### src/core/bdg_pkg.sv
// constants, register map and field layout of the buffered digital i/o block
// assumes a 50 MHz host clock and an 8-bit register port of 32 byte addresses
package bdg_pkg;
  localparam int unsigned CLK_HZ = 50_000_000;
  localparam int unsigned OSC_HZ = 1_000_000;
  // half period of the on-board counter oscillator, in host clocks
  localparam int unsigned OSC_HALF_CYC = CLK_HZ / (2 * OSC_HZ);
  localparam logic [4:0] OSC_HALF_LAST = 5'(OSC_HALF_CYC - 1);

  localparam int unsigned NUM_GROUPS = 4;
  localparam int unsigned GROUP_W = 24;
  localparam int unsigned NUM_CGROUPS = 3;
  localparam int unsigned NUM_CNT = 9;
  localparam int unsigned NUM_SRC = 7;
  localparam int unsigned ADDR_W = 5;
  localparam int unsigned DATA_W = 8;
  localparam int unsigned CNT_W = 16;

  // register map
  localparam logic [4:0] OFF_CNT_BASE = 5'h10;
  localparam logic [4:0] OFF_SRC_EN = 5'h1D;
  localparam logic [4:0] OFF_TRI_ARM = 5'h1C;
  localparam logic [4:0] OFF_IRQ_OFF = 5'h1E;
  localparam logic [4:0] OFF_IRQ_ON = 5'h1F;
  // register select within a four-byte window
  localparam logic [1:0] SEL_A = 2'h0;
  localparam logic [1:0] SEL_B = 2'h1;
  localparam logic [1:0] SEL_C = 2'h2;
  localparam logic [1:0] SEL_CTL = 2'h3;

  // control byte of a parallel_port_interface
  localparam int unsigned CTL_MODE_SET = 7;
  localparam int unsigned CTL_A_IN = 4;
  localparam int unsigned CTL_CH_IN = 3;
  localparam int unsigned CTL_B_IN = 1;
  localparam int unsigned CTL_CL_IN = 0;
  localparam int unsigned CTL_BIT_LSB = 1;
  localparam int unsigned CTL_BIT_VAL = 0;
  localparam int unsigned TRI_ARM_BIT = 0;
  // port c bit that feeds the group interrupt
  localparam int unsigned C_IRQ_BIT = 3;
  // index of the counter inside a counter group that feeds the interrupt
  localparam int unsigned CNT_IRQ_IDX = 2;

  // reset values
  localparam logic [7:0] DIR_RST = 8'h00;
  localparam logic [6:0] SRC_EN_RST = 7'h7F;
  localparam logic [15:0] CNT_RST = 16'h0000;
endpackage : bdg_pkg

### src/core/bdg_top.sv
// buffered digital i/o top: four port groups, nine counters, interrupt logic
// assumes a host bridge giving decoded byte offsets within a 32-byte window
//
// Functional notes
// 96 lines in four 24-bit groups, nibble and byte ports selectable.
// each group has two byte ports and port c split into nibbles.
// software sets each port input or output via the group control byte.
// line-buffer direction follows each port's programmed direction automatically.
// after reset all buffers are enabled, none floated.
// software may also float and re-enable the buffers.
// one line per digital group, one counter per counter group interrupt.
// each interrupt source is gated by a static strap input.
// decodes 32 consecutive byte addresses from a system base.
// nine gated 16-bit counters, three per counter group.
// counters advance on the falling edge of their count clock.
// on-board 1 MHz source selectable by strap as clock or gate.
// rising edge on port c bit 3 latches the group interrupt.
// irq off at reset; write 1F clears and enables, 1E clears, disables.
// reading 1E/1F returns latches in bits 0-6, global enable bit 7.
// write 1C bit 0 arms tristate: output mode floats, data write restores.
// irq high while enabled and any latch left unmasked by the 1D source enable is set.
//
// Design decisions made here: the plain strobed port and the register offsets.
`timescale 1ns/100ps
`default_nettype none
module bdg_top (
  input wire logic clk,
  input wire logic rst,
  input wire logic [bdg_pkg::ADDR_W-1:0] addr,
  input wire logic [bdg_pkg::DATA_W-1:0] wdata,
  input wire logic wr_stb,
  input wire logic rd_stb,
  output logic [bdg_pkg::DATA_W-1:0] rdata,
  input wire logic [bdg_pkg::NUM_GROUPS-1:0][bdg_pkg::GROUP_W-1:0] dio_in,
  output logic [bdg_pkg::NUM_GROUPS-1:0][bdg_pkg::GROUP_W-1:0] dio_out,
  output logic [bdg_pkg::NUM_GROUPS-1:0][bdg_pkg::GROUP_W-1:0] dio_oe,
  input wire logic [bdg_pkg::NUM_CNT-1:0] cnt_ext_clk,
  input wire logic [bdg_pkg::NUM_CNT-1:0] cnt_ext_gate,
  input wire logic [bdg_pkg::NUM_CNT-1:0] cnt_clk_strap,
  input wire logic [bdg_pkg::NUM_CNT-1:0] cnt_gate_strap,
  output logic [bdg_pkg::NUM_CNT-1:0] cnt_out,
  input wire logic [bdg_pkg::NUM_SRC-1:0] irq_source_strap,
  output logic irq
);
  import bdg_pkg::*;

  typedef struct packed {
    logic [7:0] rdata;
    logic [6:0] latch;
    logic [6:0] src_en;
    logic glob_en;
    logic tri_arm;
    logic [6:0] src_prev;
    logic [4:0] osc_div;
    logic osc;
  } bdg_top_s;

  bdg_top_s st_reg;
  bdg_top_s st_next;

  logic [NUM_GROUPS-1:0][7:0] grp_rd;
  logic [NUM_GROUPS-1:0] grp_c3;
  logic [NUM_CNT-1:0][7:0] cnt_rd;
  logic [NUM_CNT-1:0] cnt_clk_mux;
  logic [NUM_CNT-1:0] cnt_gate_mux;
  logic [NUM_CNT-1:0] cnt_wr;
  logic [NUM_CNT-1:0] cnt_rdp;
  logic [NUM_CNT-1:0] cnt_ptr_rst;
  logic [NUM_SRC-1:0] src_now;
  logic [NUM_SRC-1:0] src_event;
  logic is_dio;
  logic is_cnt;
  logic [1:0] cgrp;
  logic [3:0] cnt_idx;
  logic irq_clear;

  // -----------------------------------------------------------------
  // address decode
  // -----------------------------------------------------------------
  // all 32 offsets are taken, so no access is ever unanswered
  assign is_dio = (addr < OFF_CNT_BASE);
  assign is_cnt = (addr >= OFF_CNT_BASE) && (addr < OFF_TRI_ARM);
  assign cgrp = 2'(addr[3:2]);
  assign cnt_idx = 4'(cgrp * 3) + {2'b00, addr[1:0]};
  assign irq_clear = wr_stb && (addr == OFF_IRQ_ON || addr == OFF_IRQ_OFF);

  // -----------------------------------------------------------------
  // digital groups
  // -----------------------------------------------------------------
  genvar gi;
  generate
    for (gi = 0; gi < NUM_GROUPS; gi++) begin : g_grp
      bdg_port_group u_grp (
        .clk(clk),
        .rst(rst),
        .wr(wr_stb && is_dio && addr[3:2] == gi),
        .sel(addr[1:0]),
        .wdata(wdata),
        .tri_arm(st_reg.tri_arm),
        .pin_in(dio_in[gi]),
        .pin_out(dio_out[gi]),
        .pin_oe(dio_oe[gi]),
        .rd_byte(grp_rd[gi]),
        .c3_level(grp_c3[gi])
      );
      assign src_now[gi] = grp_c3[gi];
    end
  endgenerate

  // -----------------------------------------------------------------
  // counters
  // -----------------------------------------------------------------
  genvar ci;
  generate
    for (ci = 0; ci < NUM_CNT; ci++) begin : g_cnt
      // strap picks the on-board oscillator over the external pin
      assign cnt_clk_mux[ci] = cnt_clk_strap[ci] ? st_reg.osc : cnt_ext_clk[ci];
      assign cnt_gate_mux[ci] = cnt_gate_strap[ci] ? st_reg.osc : cnt_ext_gate[ci];
      assign cnt_wr[ci] = wr_stb && is_cnt && addr[1:0] != SEL_CTL && cnt_idx == ci;
      assign cnt_rdp[ci] = rd_stb && is_cnt && addr[1:0] != SEL_CTL && cnt_idx == ci;
      // control byte of a counter group restarts the byte order of its three
      assign cnt_ptr_rst[ci] = wr_stb && is_cnt && addr[1:0] == SEL_CTL && cgrp == ci / 3;
      bdg_counter u_cnt (
        .clk(clk),
        .rst(rst),
        .wr(cnt_wr[ci]),
        .rd(cnt_rdp[ci]),
        .ptr_rst(cnt_ptr_rst[ci]),
        .wdata(wdata),
        .cnt_clk(cnt_clk_mux[ci]),
        .cnt_gate(cnt_gate_mux[ci]),
        .rd_byte(cnt_rd[ci]),
        .cnt_out(cnt_out[ci])
      );
    end
    for (ci = 0; ci < NUM_CGROUPS; ci++) begin : g_csrc
      assign src_now[NUM_GROUPS + ci] = cnt_out[ci * 3 + CNT_IRQ_IDX];
    end
  endgenerate

  // rising edges of strapped sources only; an open strap never latches
  assign src_event = src_now & ~st_reg.src_prev & irq_source_strap;

  // -----------------------------------------------------------------
  // next state
  // -----------------------------------------------------------------
  always_comb begin
    st_next = st_reg;
    st_next.src_prev = src_now;
    // free-running 1 MHz square wave
    if (st_reg.osc_div == OSC_HALF_LAST) begin
      st_next.osc_div = 5'h00;
      st_next.osc = ~st_reg.osc;
    end else begin
      st_next.osc_div = st_reg.osc_div + 5'h01;
    end
    // a new edge in the clearing cycle survives the clear
    st_next.latch = (irq_clear ? 7'h00 : st_reg.latch) | src_event;
    if (wr_stb) begin
      case (addr)
        OFF_TRI_ARM: st_next.tri_arm = wdata[TRI_ARM_BIT];
        OFF_SRC_EN: st_next.src_en = wdata[6:0];
        OFF_IRQ_ON: st_next.glob_en = 1'b1;
        OFF_IRQ_OFF: st_next.glob_en = 1'b0;
        default: st_next.glob_en = st_reg.glob_en;
      endcase
    end
    // read data stands only in the cycle after the strobe
    st_next.rdata = 8'h00;
    if (rd_stb) begin
      if (is_dio) begin
        st_next.rdata = grp_rd[addr[3:2]];
      end else if (is_cnt) begin
        st_next.rdata = (addr[1:0] == SEL_CTL) ? 8'h00 : cnt_rd[cnt_idx];
      end else begin
        case (addr)
          OFF_TRI_ARM: st_next.rdata = {7'h00, st_reg.tri_arm};
          OFF_SRC_EN: st_next.rdata = {1'b0, st_reg.src_en};
          default: st_next.rdata = {st_reg.glob_en, st_reg.latch};
        endcase
      end
    end
  end

  always_ff @(posedge clk or posedge rst) begin
    if (rst) begin
      // edge history starts high: pulled-up idle lines must not look like a rise
      st_reg <= '{rdata: 8'h00, latch: 7'h00, src_en: SRC_EN_RST, glob_en: 1'b0,
                  tri_arm: 1'b0, src_prev: '1, osc_div: 5'h00, osc: 1'b0};
    end else begin
      st_reg <= st_next;
    end
  end

  assign rdata = st_reg.rdata;
  assign irq = st_reg.glob_en && |(st_reg.latch & st_reg.src_en);
endmodule : bdg_top
`default_nettype wire

### src/core/bdg_port_group.sv
// one 24-line digital group: ports a, b, c (two nibbles) and a control byte
// assumes register strobes are already decoded for this group's four bytes
`timescale 1ns/100ps
`default_nettype none
module bdg_port_group (
  input wire logic clk,
  input wire logic rst,
  input wire logic wr,
  input wire logic [1:0] sel,
  input wire logic [7:0] wdata,
  input wire logic tri_arm,
  input wire logic [23:0] pin_in,
  output logic [23:0] pin_out,
  output logic [23:0] pin_oe,
  output logic [7:0] rd_byte,
  output logic c3_level
);
  import bdg_pkg::*;

  typedef struct packed {
    logic [7:0] a_out;
    logic [7:0] b_out;
    logic [7:0] c_out;
    logic a_in;
    logic b_in;
    logic ch_in;
    logic cl_in;
    logic [3:0] flt;  // {ch, cl, b, a} buffer floated
  } bdg_grp_s;

  bdg_grp_s st_reg;
  bdg_grp_s st_next;
  logic [7:0] c_view;
  logic [7:0] c_oe;

  // -----------------------------------------------------------------
  // next state
  // -----------------------------------------------------------------
  always_comb begin
    st_next = st_reg;
    if (wr) begin
      case (sel)
        SEL_A: begin
          st_next.a_out = wdata;
          st_next.flt[0] = 1'b0;
        end
        SEL_B: begin
          st_next.b_out = wdata;
          st_next.flt[1] = 1'b0;
        end
        SEL_C: begin
          st_next.c_out = wdata;
          st_next.flt[3:2] = 2'b00;
        end
        SEL_CTL: begin
          if (wdata[CTL_MODE_SET]) begin
            // mode set clears every output latch, as a fresh port would
            st_next.a_out = DIR_RST;
            st_next.b_out = DIR_RST;
            st_next.c_out = DIR_RST;
            st_next.a_in = wdata[CTL_A_IN];
            st_next.b_in = wdata[CTL_B_IN];
            st_next.ch_in = wdata[CTL_CH_IN];
            st_next.cl_in = wdata[CTL_CL_IN];
            // armed tristate floats every port just made an output
            st_next.flt[0] = tri_arm & ~wdata[CTL_A_IN];
            st_next.flt[1] = tri_arm & ~wdata[CTL_B_IN];
            st_next.flt[2] = tri_arm & ~wdata[CTL_CL_IN];
            st_next.flt[3] = tri_arm & ~wdata[CTL_CH_IN];
          end else begin
            // single-bit set/reset of port c counts as writing that nibble
            st_next.c_out[wdata[CTL_BIT_LSB +: 3]] = wdata[CTL_BIT_VAL];
            st_next.flt[wdata[CTL_BIT_LSB + 2] ? 3 : 2] = 1'b0;
          end
        end
        default: begin
          st_next = st_reg;
        end
      endcase
    end
  end

  always_ff @(posedge clk or posedge rst) begin
    if (rst) begin
      // all ports input, all buffers enabled
      st_reg <= '{a_out: DIR_RST, b_out: DIR_RST, c_out: DIR_RST, a_in: 1'b1,
                  b_in: 1'b1, ch_in: 1'b1, cl_in: 1'b1, flt: 4'h0};
    end else begin
      st_reg <= st_next;
    end
  end

  // -----------------------------------------------------------------
  // line buffers and readback
  // -----------------------------------------------------------------
  assign c_oe = {{4{~st_reg.ch_in & ~st_reg.flt[3]}}, {4{~st_reg.cl_in & ~st_reg.flt[2]}}};
  // buffer direction follows the programmed port direction
  assign pin_oe = {c_oe, {8{~st_reg.b_in & ~st_reg.flt[1]}},
                   {8{~st_reg.a_in & ~st_reg.flt[0]}}};
  assign pin_out = {st_reg.c_out, st_reg.b_out, st_reg.a_out};
  assign c_view = {st_reg.ch_in ? pin_in[23:20] : st_reg.c_out[7:4],
                   st_reg.cl_in ? pin_in[19:16] : st_reg.c_out[3:0]};
  // the latch when driven, else the line itself, so software toggles count
  assign c3_level = c_oe[C_IRQ_BIT] ? st_reg.c_out[C_IRQ_BIT] : pin_in[16 + C_IRQ_BIT];

  always_comb begin
    case (sel)
      SEL_A: rd_byte = st_reg.a_in ? pin_in[7:0] : st_reg.a_out;
      SEL_B: rd_byte = st_reg.b_in ? pin_in[15:8] : st_reg.b_out;
      SEL_C: rd_byte = c_view;
      default: rd_byte = {1'b1, 2'b00, st_reg.a_in, st_reg.ch_in, 1'b0, st_reg.b_in,
                          st_reg.cl_in};
    endcase
  end
endmodule : bdg_port_group
`default_nettype wire

### src/core/bdg_counter.sv
// one 16-bit down counter, loaded low byte then high byte
// assumes count clock and gate are synchronous to clk and well below its rate
`timescale 1ns/100ps
`default_nettype none
module bdg_counter (
  input wire logic clk,
  input wire logic rst,
  input wire logic wr,
  input wire logic rd,
  input wire logic ptr_rst,
  input wire logic [7:0] wdata,
  input wire logic cnt_clk,
  input wire logic cnt_gate,
  output logic [7:0] rd_byte,
  output logic cnt_out
);
  import bdg_pkg::*;

  typedef struct packed {
    logic [15:0] count;
    logic [7:0] lo_hold;
    logic wr_hi;
    logic rd_hi;
    logic armed;
    logic out;
    logic clk_prev;
  } bdg_cnt_s;

  bdg_cnt_s st_reg;
  bdg_cnt_s st_next;

  always_comb begin
    st_next = st_reg;
    st_next.clk_prev = cnt_clk;
    // count on the falling edge of the count clock
    if (st_reg.armed && cnt_gate && st_reg.clk_prev && !cnt_clk) begin
      st_next.count = st_reg.count - 16'h0001;
      if (st_reg.count == 16'h0001) begin
        st_next.out = 1'b1;
      end
    end
    if (wr) begin
      if (st_reg.wr_hi) begin
        st_next.count = {wdata, st_reg.lo_hold};
        st_next.armed = 1'b1;
        st_next.out = 1'b0;
        st_next.wr_hi = 1'b0;
      end else begin
        st_next.lo_hold = wdata;
        st_next.wr_hi = 1'b1;
      end
    end
    if (rd) begin
      st_next.rd_hi = ~st_reg.rd_hi;
    end
    if (ptr_rst) begin
      st_next.wr_hi = 1'b0;
      st_next.rd_hi = 1'b0;
    end
  end

  always_ff @(posedge clk or posedge rst) begin
    if (rst) begin
      st_reg <= '{count: CNT_RST, lo_hold: 8'h00, wr_hi: 1'b0, rd_hi: 1'b0,
                  armed: 1'b0, out: 1'b0, clk_prev: 1'b0};
    end else begin
      st_reg <= st_next;
    end
  end

  assign rd_byte = st_reg.rd_hi ? st_reg.count[15:8] : st_reg.count[7:0];
  assign cnt_out = st_reg.out;
endmodule : bdg_counter
`default_nettype wire

### config.mk
export PLATFORM = sky130hd
export DESIGN_NAME = bdg_top
export DESIGN_NICKNAME = d
export VERILOG_FILES = /design/src/core/bdg_pkg.sv /design/src/core/bdg_top.sv /design/src/core/bdg_port_group.sv /design/src/core/bdg_counter.sv
export SDC_FILE = /design/constraint.sdc
export NUM_CORES = 1
export LEC_CHECK = 0
export BUFFER_PORTS_ARGS = -buffer_cell sky130_fd_sc_hd__buf_2
export CAP_MARGIN = 20
export CORE_ASPECT_RATIO = 0.6
export CORE_MARGIN = 10
export CORE_UTILIZATION = 64
export CTS_BUF_LIST = sky130_fd_sc_hd__clkbuf_4
export CTS_CLUSTER_DIAMETER = 150
export DETAILED_ROUTE_END_ITERATION = 10
export GPL_TIMING_DRIVEN = 0
export PLACE_DENSITY = 0.94
export SYNTH_ARGS = -nofsm -noshare
export SYNTH_HDL_FRONTEND = slang
export SYNTH_SLANG_ARGS = --single-unit
### constraint.sdc
create_clock -name clk -period 24.2 [get_ports clk]
set_input_delay 1.21 -clock clk [delete_from_list [all_inputs] [get_ports clk]]
set_output_delay 1.21 -clock clk [all_outputs]
set_load 0.005 [all_outputs]
==> flow_summary_export.csv <==
group,metric,value,unit
floorplan,coreArea,38060,µm²
floorplan,start_util,65.46,%
clock_network,insertion_delay,0.85,ns
yosys,synth_ff_type,"dfrtp_1",
yosys,syn_inst,2501,
timing,relSlewSlack,12.78,%
floorplan,die_area,47480,µm²
grt,grt_first_pass_wirelength,143500,µm
yosys,synth.avg_cell_area,9.961,µm²
clock_network,cts_max_level,3,
timing,period_minus_slack,5.293,ns
cells_and_area,drive_above_1_share,32.84,%
clock_network,cts_made_buffers,99,
worst_hold_path,hold_start,"g_cnt[2].u_cnt.cnt_out$_DFF_PP0_",
yosys,synth_seq_cells,426,
setup_path,slowest_stage,"fa_1",
timing,final-hold-violation-count,0,
placed_design,place_ws,18.28,ns
drt,drc,0,
timing,fmax,188.9,MHz
grt,gr-total-overflow,0,
floorplan,die_y,172.8,µm
setup_path,startpoint_type,"input port",
drt,postRouteAntennaNets,0,
timing,drv_slew,0,
setup_path,crit_arrival,6.04,ns
grt,antenna_found_initial,11,
placed_design,io_buffers,361,
drt,routed-via-count,23282,
clock_network,cts_root_buf,"clkbuf_4",
drt,drt_wl_total,98470,µm
placed_design,placed_cells,3382,
floorplan,ios,366,
setup_path,cpLargestDelayFamily,"buffers and inverters",
setup_path,critical_path_class,"in2reg",
yosys,yosysSeqAreaShare,42.94,%
drt,routedWlPerCell,27.59,µm
clock_network,cts.sinks,426,
cells_and_area,layout.nets,3159,
placed_design,dp_hpwl,74670,µm
clock_network,cts_buffer_depth,3,
setup_path,path_cells,"buf_2, clkbuf_1, inv_1, clkbuf_1, fa_1, inv_1, ha_1, inv_1, fa_1, nand2b_1, nor4_4, nand3_1, clkbuf_1, clkbuf_1, a21oi_1",
timing,rsz0062_at_grt,"no",
timing,min_period_over_period,21.87,%
power,power_density,100.5,nW/µm²
clock_network,clk_pin_slew_worst_paths,0.07,ns
floorplan,fp.dieW,274.7,µm
power,power_leakage,13.56,nW
timing,fin_worst_skew,0.06202,ns
yosys,async_reset_ff_share,100.0,%
setup_path,r2r_slack,20.74,ns
timing,timing.hold.ws,0.4244,ns
setup_path,end_kind,"flip-flop",
power,vdd.ir_drop.worst,70.09,µV
yosys,netlist_area,24910,µm²
yosys,ys_warn_count,0,
drt,vias_per_cell,6.523,
clock_network,cts_hold_buf,0,
cells_and_area,largest_reg_flops,252,
setup_path,crit_start,"addr[2]",
setup_path,r2r_cells,5,
cells_and_area,final_common_cell,"dfrtp_1",
clock_network,cts_tree,"built",
drt,drt_iter0_drc,3559,
timing,setup_viol,0,
grt,first_global_vias,22565,
setup_path,path_buf_inv,8,
timing,tightest_slew,1.275,ns
grt,grt_max_degree,128,
setup_path,reg2reg_from,"g_grp[3].u_grp.st_reg[6]$_DFFE_PP1P_",
grt,grt_usage,40.03,%
cells_and_area,final_core_util,75.70,%
cells_and_area,finalNonFillerCells,3569,
run,maxCapViolations,0,
timing,fin_setup_tns,0,ns
yosys,synth_edf_count,0,
setup_path,crit_end,"g_cnt[6].u_cnt.st_reg[19]$_DFF_PP0_",
floorplan,row_count,55,
yosys,synth_cell_type_count,86,
setup_path,worstPathRequired,24.95,ns
setup_path,cp_num_cells,15,
cells_and_area,area_delta_synth_final,15.64,%
setup_path,path_common_cell,"clkbuf_1",
clock_network,postCtsSetupBuffers,0,
worst_hold_path,holdCritPathClass,"reg2reg",
setup_path,crit_fanout,12,
run_status,outcome,"finished, final reports clean",
yosys,synth_fp_nets,2689,
cells_and_area,final_cell_mix,"dfrtp_1 (396), buf_2 (374), nor2_1 (270)",
setup_path,cp_slowest_stage_delay,0.66,ns
setup_path,timing.rr.end,"rdata[6]$_DFF_PP0_",
timing,worst_slack,18.91,ns
placed_design,place.gp.congestion,1.077,
drt,first_pass_iters,8,
clock_network,post_cts_resized,0,
-- worst register-to-register path: stages, from the launching register on --
cell,delay [ns]
dfstp_2,0.58
buf_1,0.66
mux2i_1,0.62
o22ai_1,0.17
a2111oi_0,1.13
a2bb2oi_1,0.13
-- where the power goes --
part	internal, W	switching [W]	leakage, nW
registers	0.000926	0.000235	5.45
clock network	0.000292	0.000310	0.760
logic	0.000514	0.000619	7.34
total	0.00173	0.00116	13.6
-- cells in the mapped netlist, types with 7 or more instances --
| cell | number | area, µm² |
|---|---|---|
| nor2_1 | 270 | 1013 |
| o22ai_1 | 26 | 162.7 |
| a22o_1 | 36 | 315.3 |
| a21oi_1 | 161 | 805.8 |
| buf_4 | 193 | 1449 |
| nand2b_1 | 21 | 131.4 |
| a31oi_1 | 28 | 175.2 |
| and2_1 | 17 | 106.4 |
| or3_1 | 25 | 156.4 |
| xor2_1 | 92 | 805.8 |
| ha_1 | 30 | 375.4 |
| nand3_1 | 53 | 265.3 |
| buf_1 | 20 | 75.07 |
| o211ai_1 | 10 | 75.07 |
| o221ai_1 | 7 | 61.31 |
| dfstp_2 | 30 | 788.3 |
| o21a_1 | 7 | 52.55 |
| mux2_2 | 197 | 2218 |
| nor4_1 | 40 | 250.2 |
| xnor2_1 | 54 | 473.0 |
| buf_2 | 13 | 65.06 |
| or4_1 | 8 | 60.06 |
| nand3b_1 | 16 | 120.1 |
| nand4b_1 | 14 | 122.6 |
| o22a_1 | 10 | 87.58 |
| dfrtp_1 | 396 | 9910 |
| nor3_1 | 42 | 210.2 |
| a22oi_1 | 8 | 60.06 |
| and3_1 | 7 | 43.79 |
| clkbuf_1 | 101 | 379.1 |
| nand4_1 | 34 | 212.7 |
| inv_1 | 59 | 221.5 |
| nor2b_1 | 17 | 106.4 |
| mux2i_1 | 160 | 1602 |
| o21ai_0 | 53 | 265.3 |
| nand2_1 | 123 | 461.7 |
-- logic make-up (layout without fill, tap and decap cells) --
logic type	count (synthesis)	count (layout)	share of synthesized area [%]
multiplexers	364	364	15.94
other	0	8	0
AND/OR/NAND/NOR	730	730	14.83
flip-flops	426	426	42.94
AO/OA/AOI/OAI	413	413	10.58
XOR/XNOR	146	146	5.133
adder cells (fa/ha/maj)	32	32	1.667
buffers and inverters	390	937	8.915
-- area by class of cell --
cell class                      count  area [µm²]
Clock inverter                     22       102.6
Fill cell                        2670        9246
Sequential cell                   426       10700
Inverter                           60       232.7
Clock buffer                      156        1171
Multi-Input combinational cell   1685       11990
Timing Repair Buffer              369        1953
Buffer                            330        1996
Tap cell                          513       641.9
Antenna cell                        8       20.02
-- how the worst min path moves through the flow --
stage / cells past startpoint / endpoint / slack [ns]
after global placement: 0 / st_reg[10]$_DFF_PP1_ / 0.41
after detailed placement: 0 / st_reg[10]$_DFF_PP1_ / 0.43
final: 0 / st_reg[10]$_DFF_PP1_ / 0.42
after CTS: 0 / st_reg[10]$_DFF_PP1_ / 0.43
after floorplan: 0 / st_reg[10]$_DFF_PP1_ / 0.40
after global routing: 0 / st_reg[10]$_DFF_PP1_ / 0.45
-- metrics by stage --
stage | power, W | cell area (µm²)
2_1_floorplan | 0.001819 | 24910
3_3_place_gp | 0.002183 | 27360
3_5_place_dp | 0.002237 | 27500
4_1_cts | 0.002832 | 28770
5_1_grt | 0.003012 | 28800
6_report | 0.002896 | 28810
-- layer usage --
metal  global-route usage [%]  part of all wire, %  up-vias
met5                    2.419                 0.16        -
met4                    12.14                  2.8        2
met3                    20.36                   18      246
met2                    54.19                   41     1934
met1                    54.44                   39    11416
li1                         -                    -     9684
No activity file was read; power rests on OpenSTA's default activity.
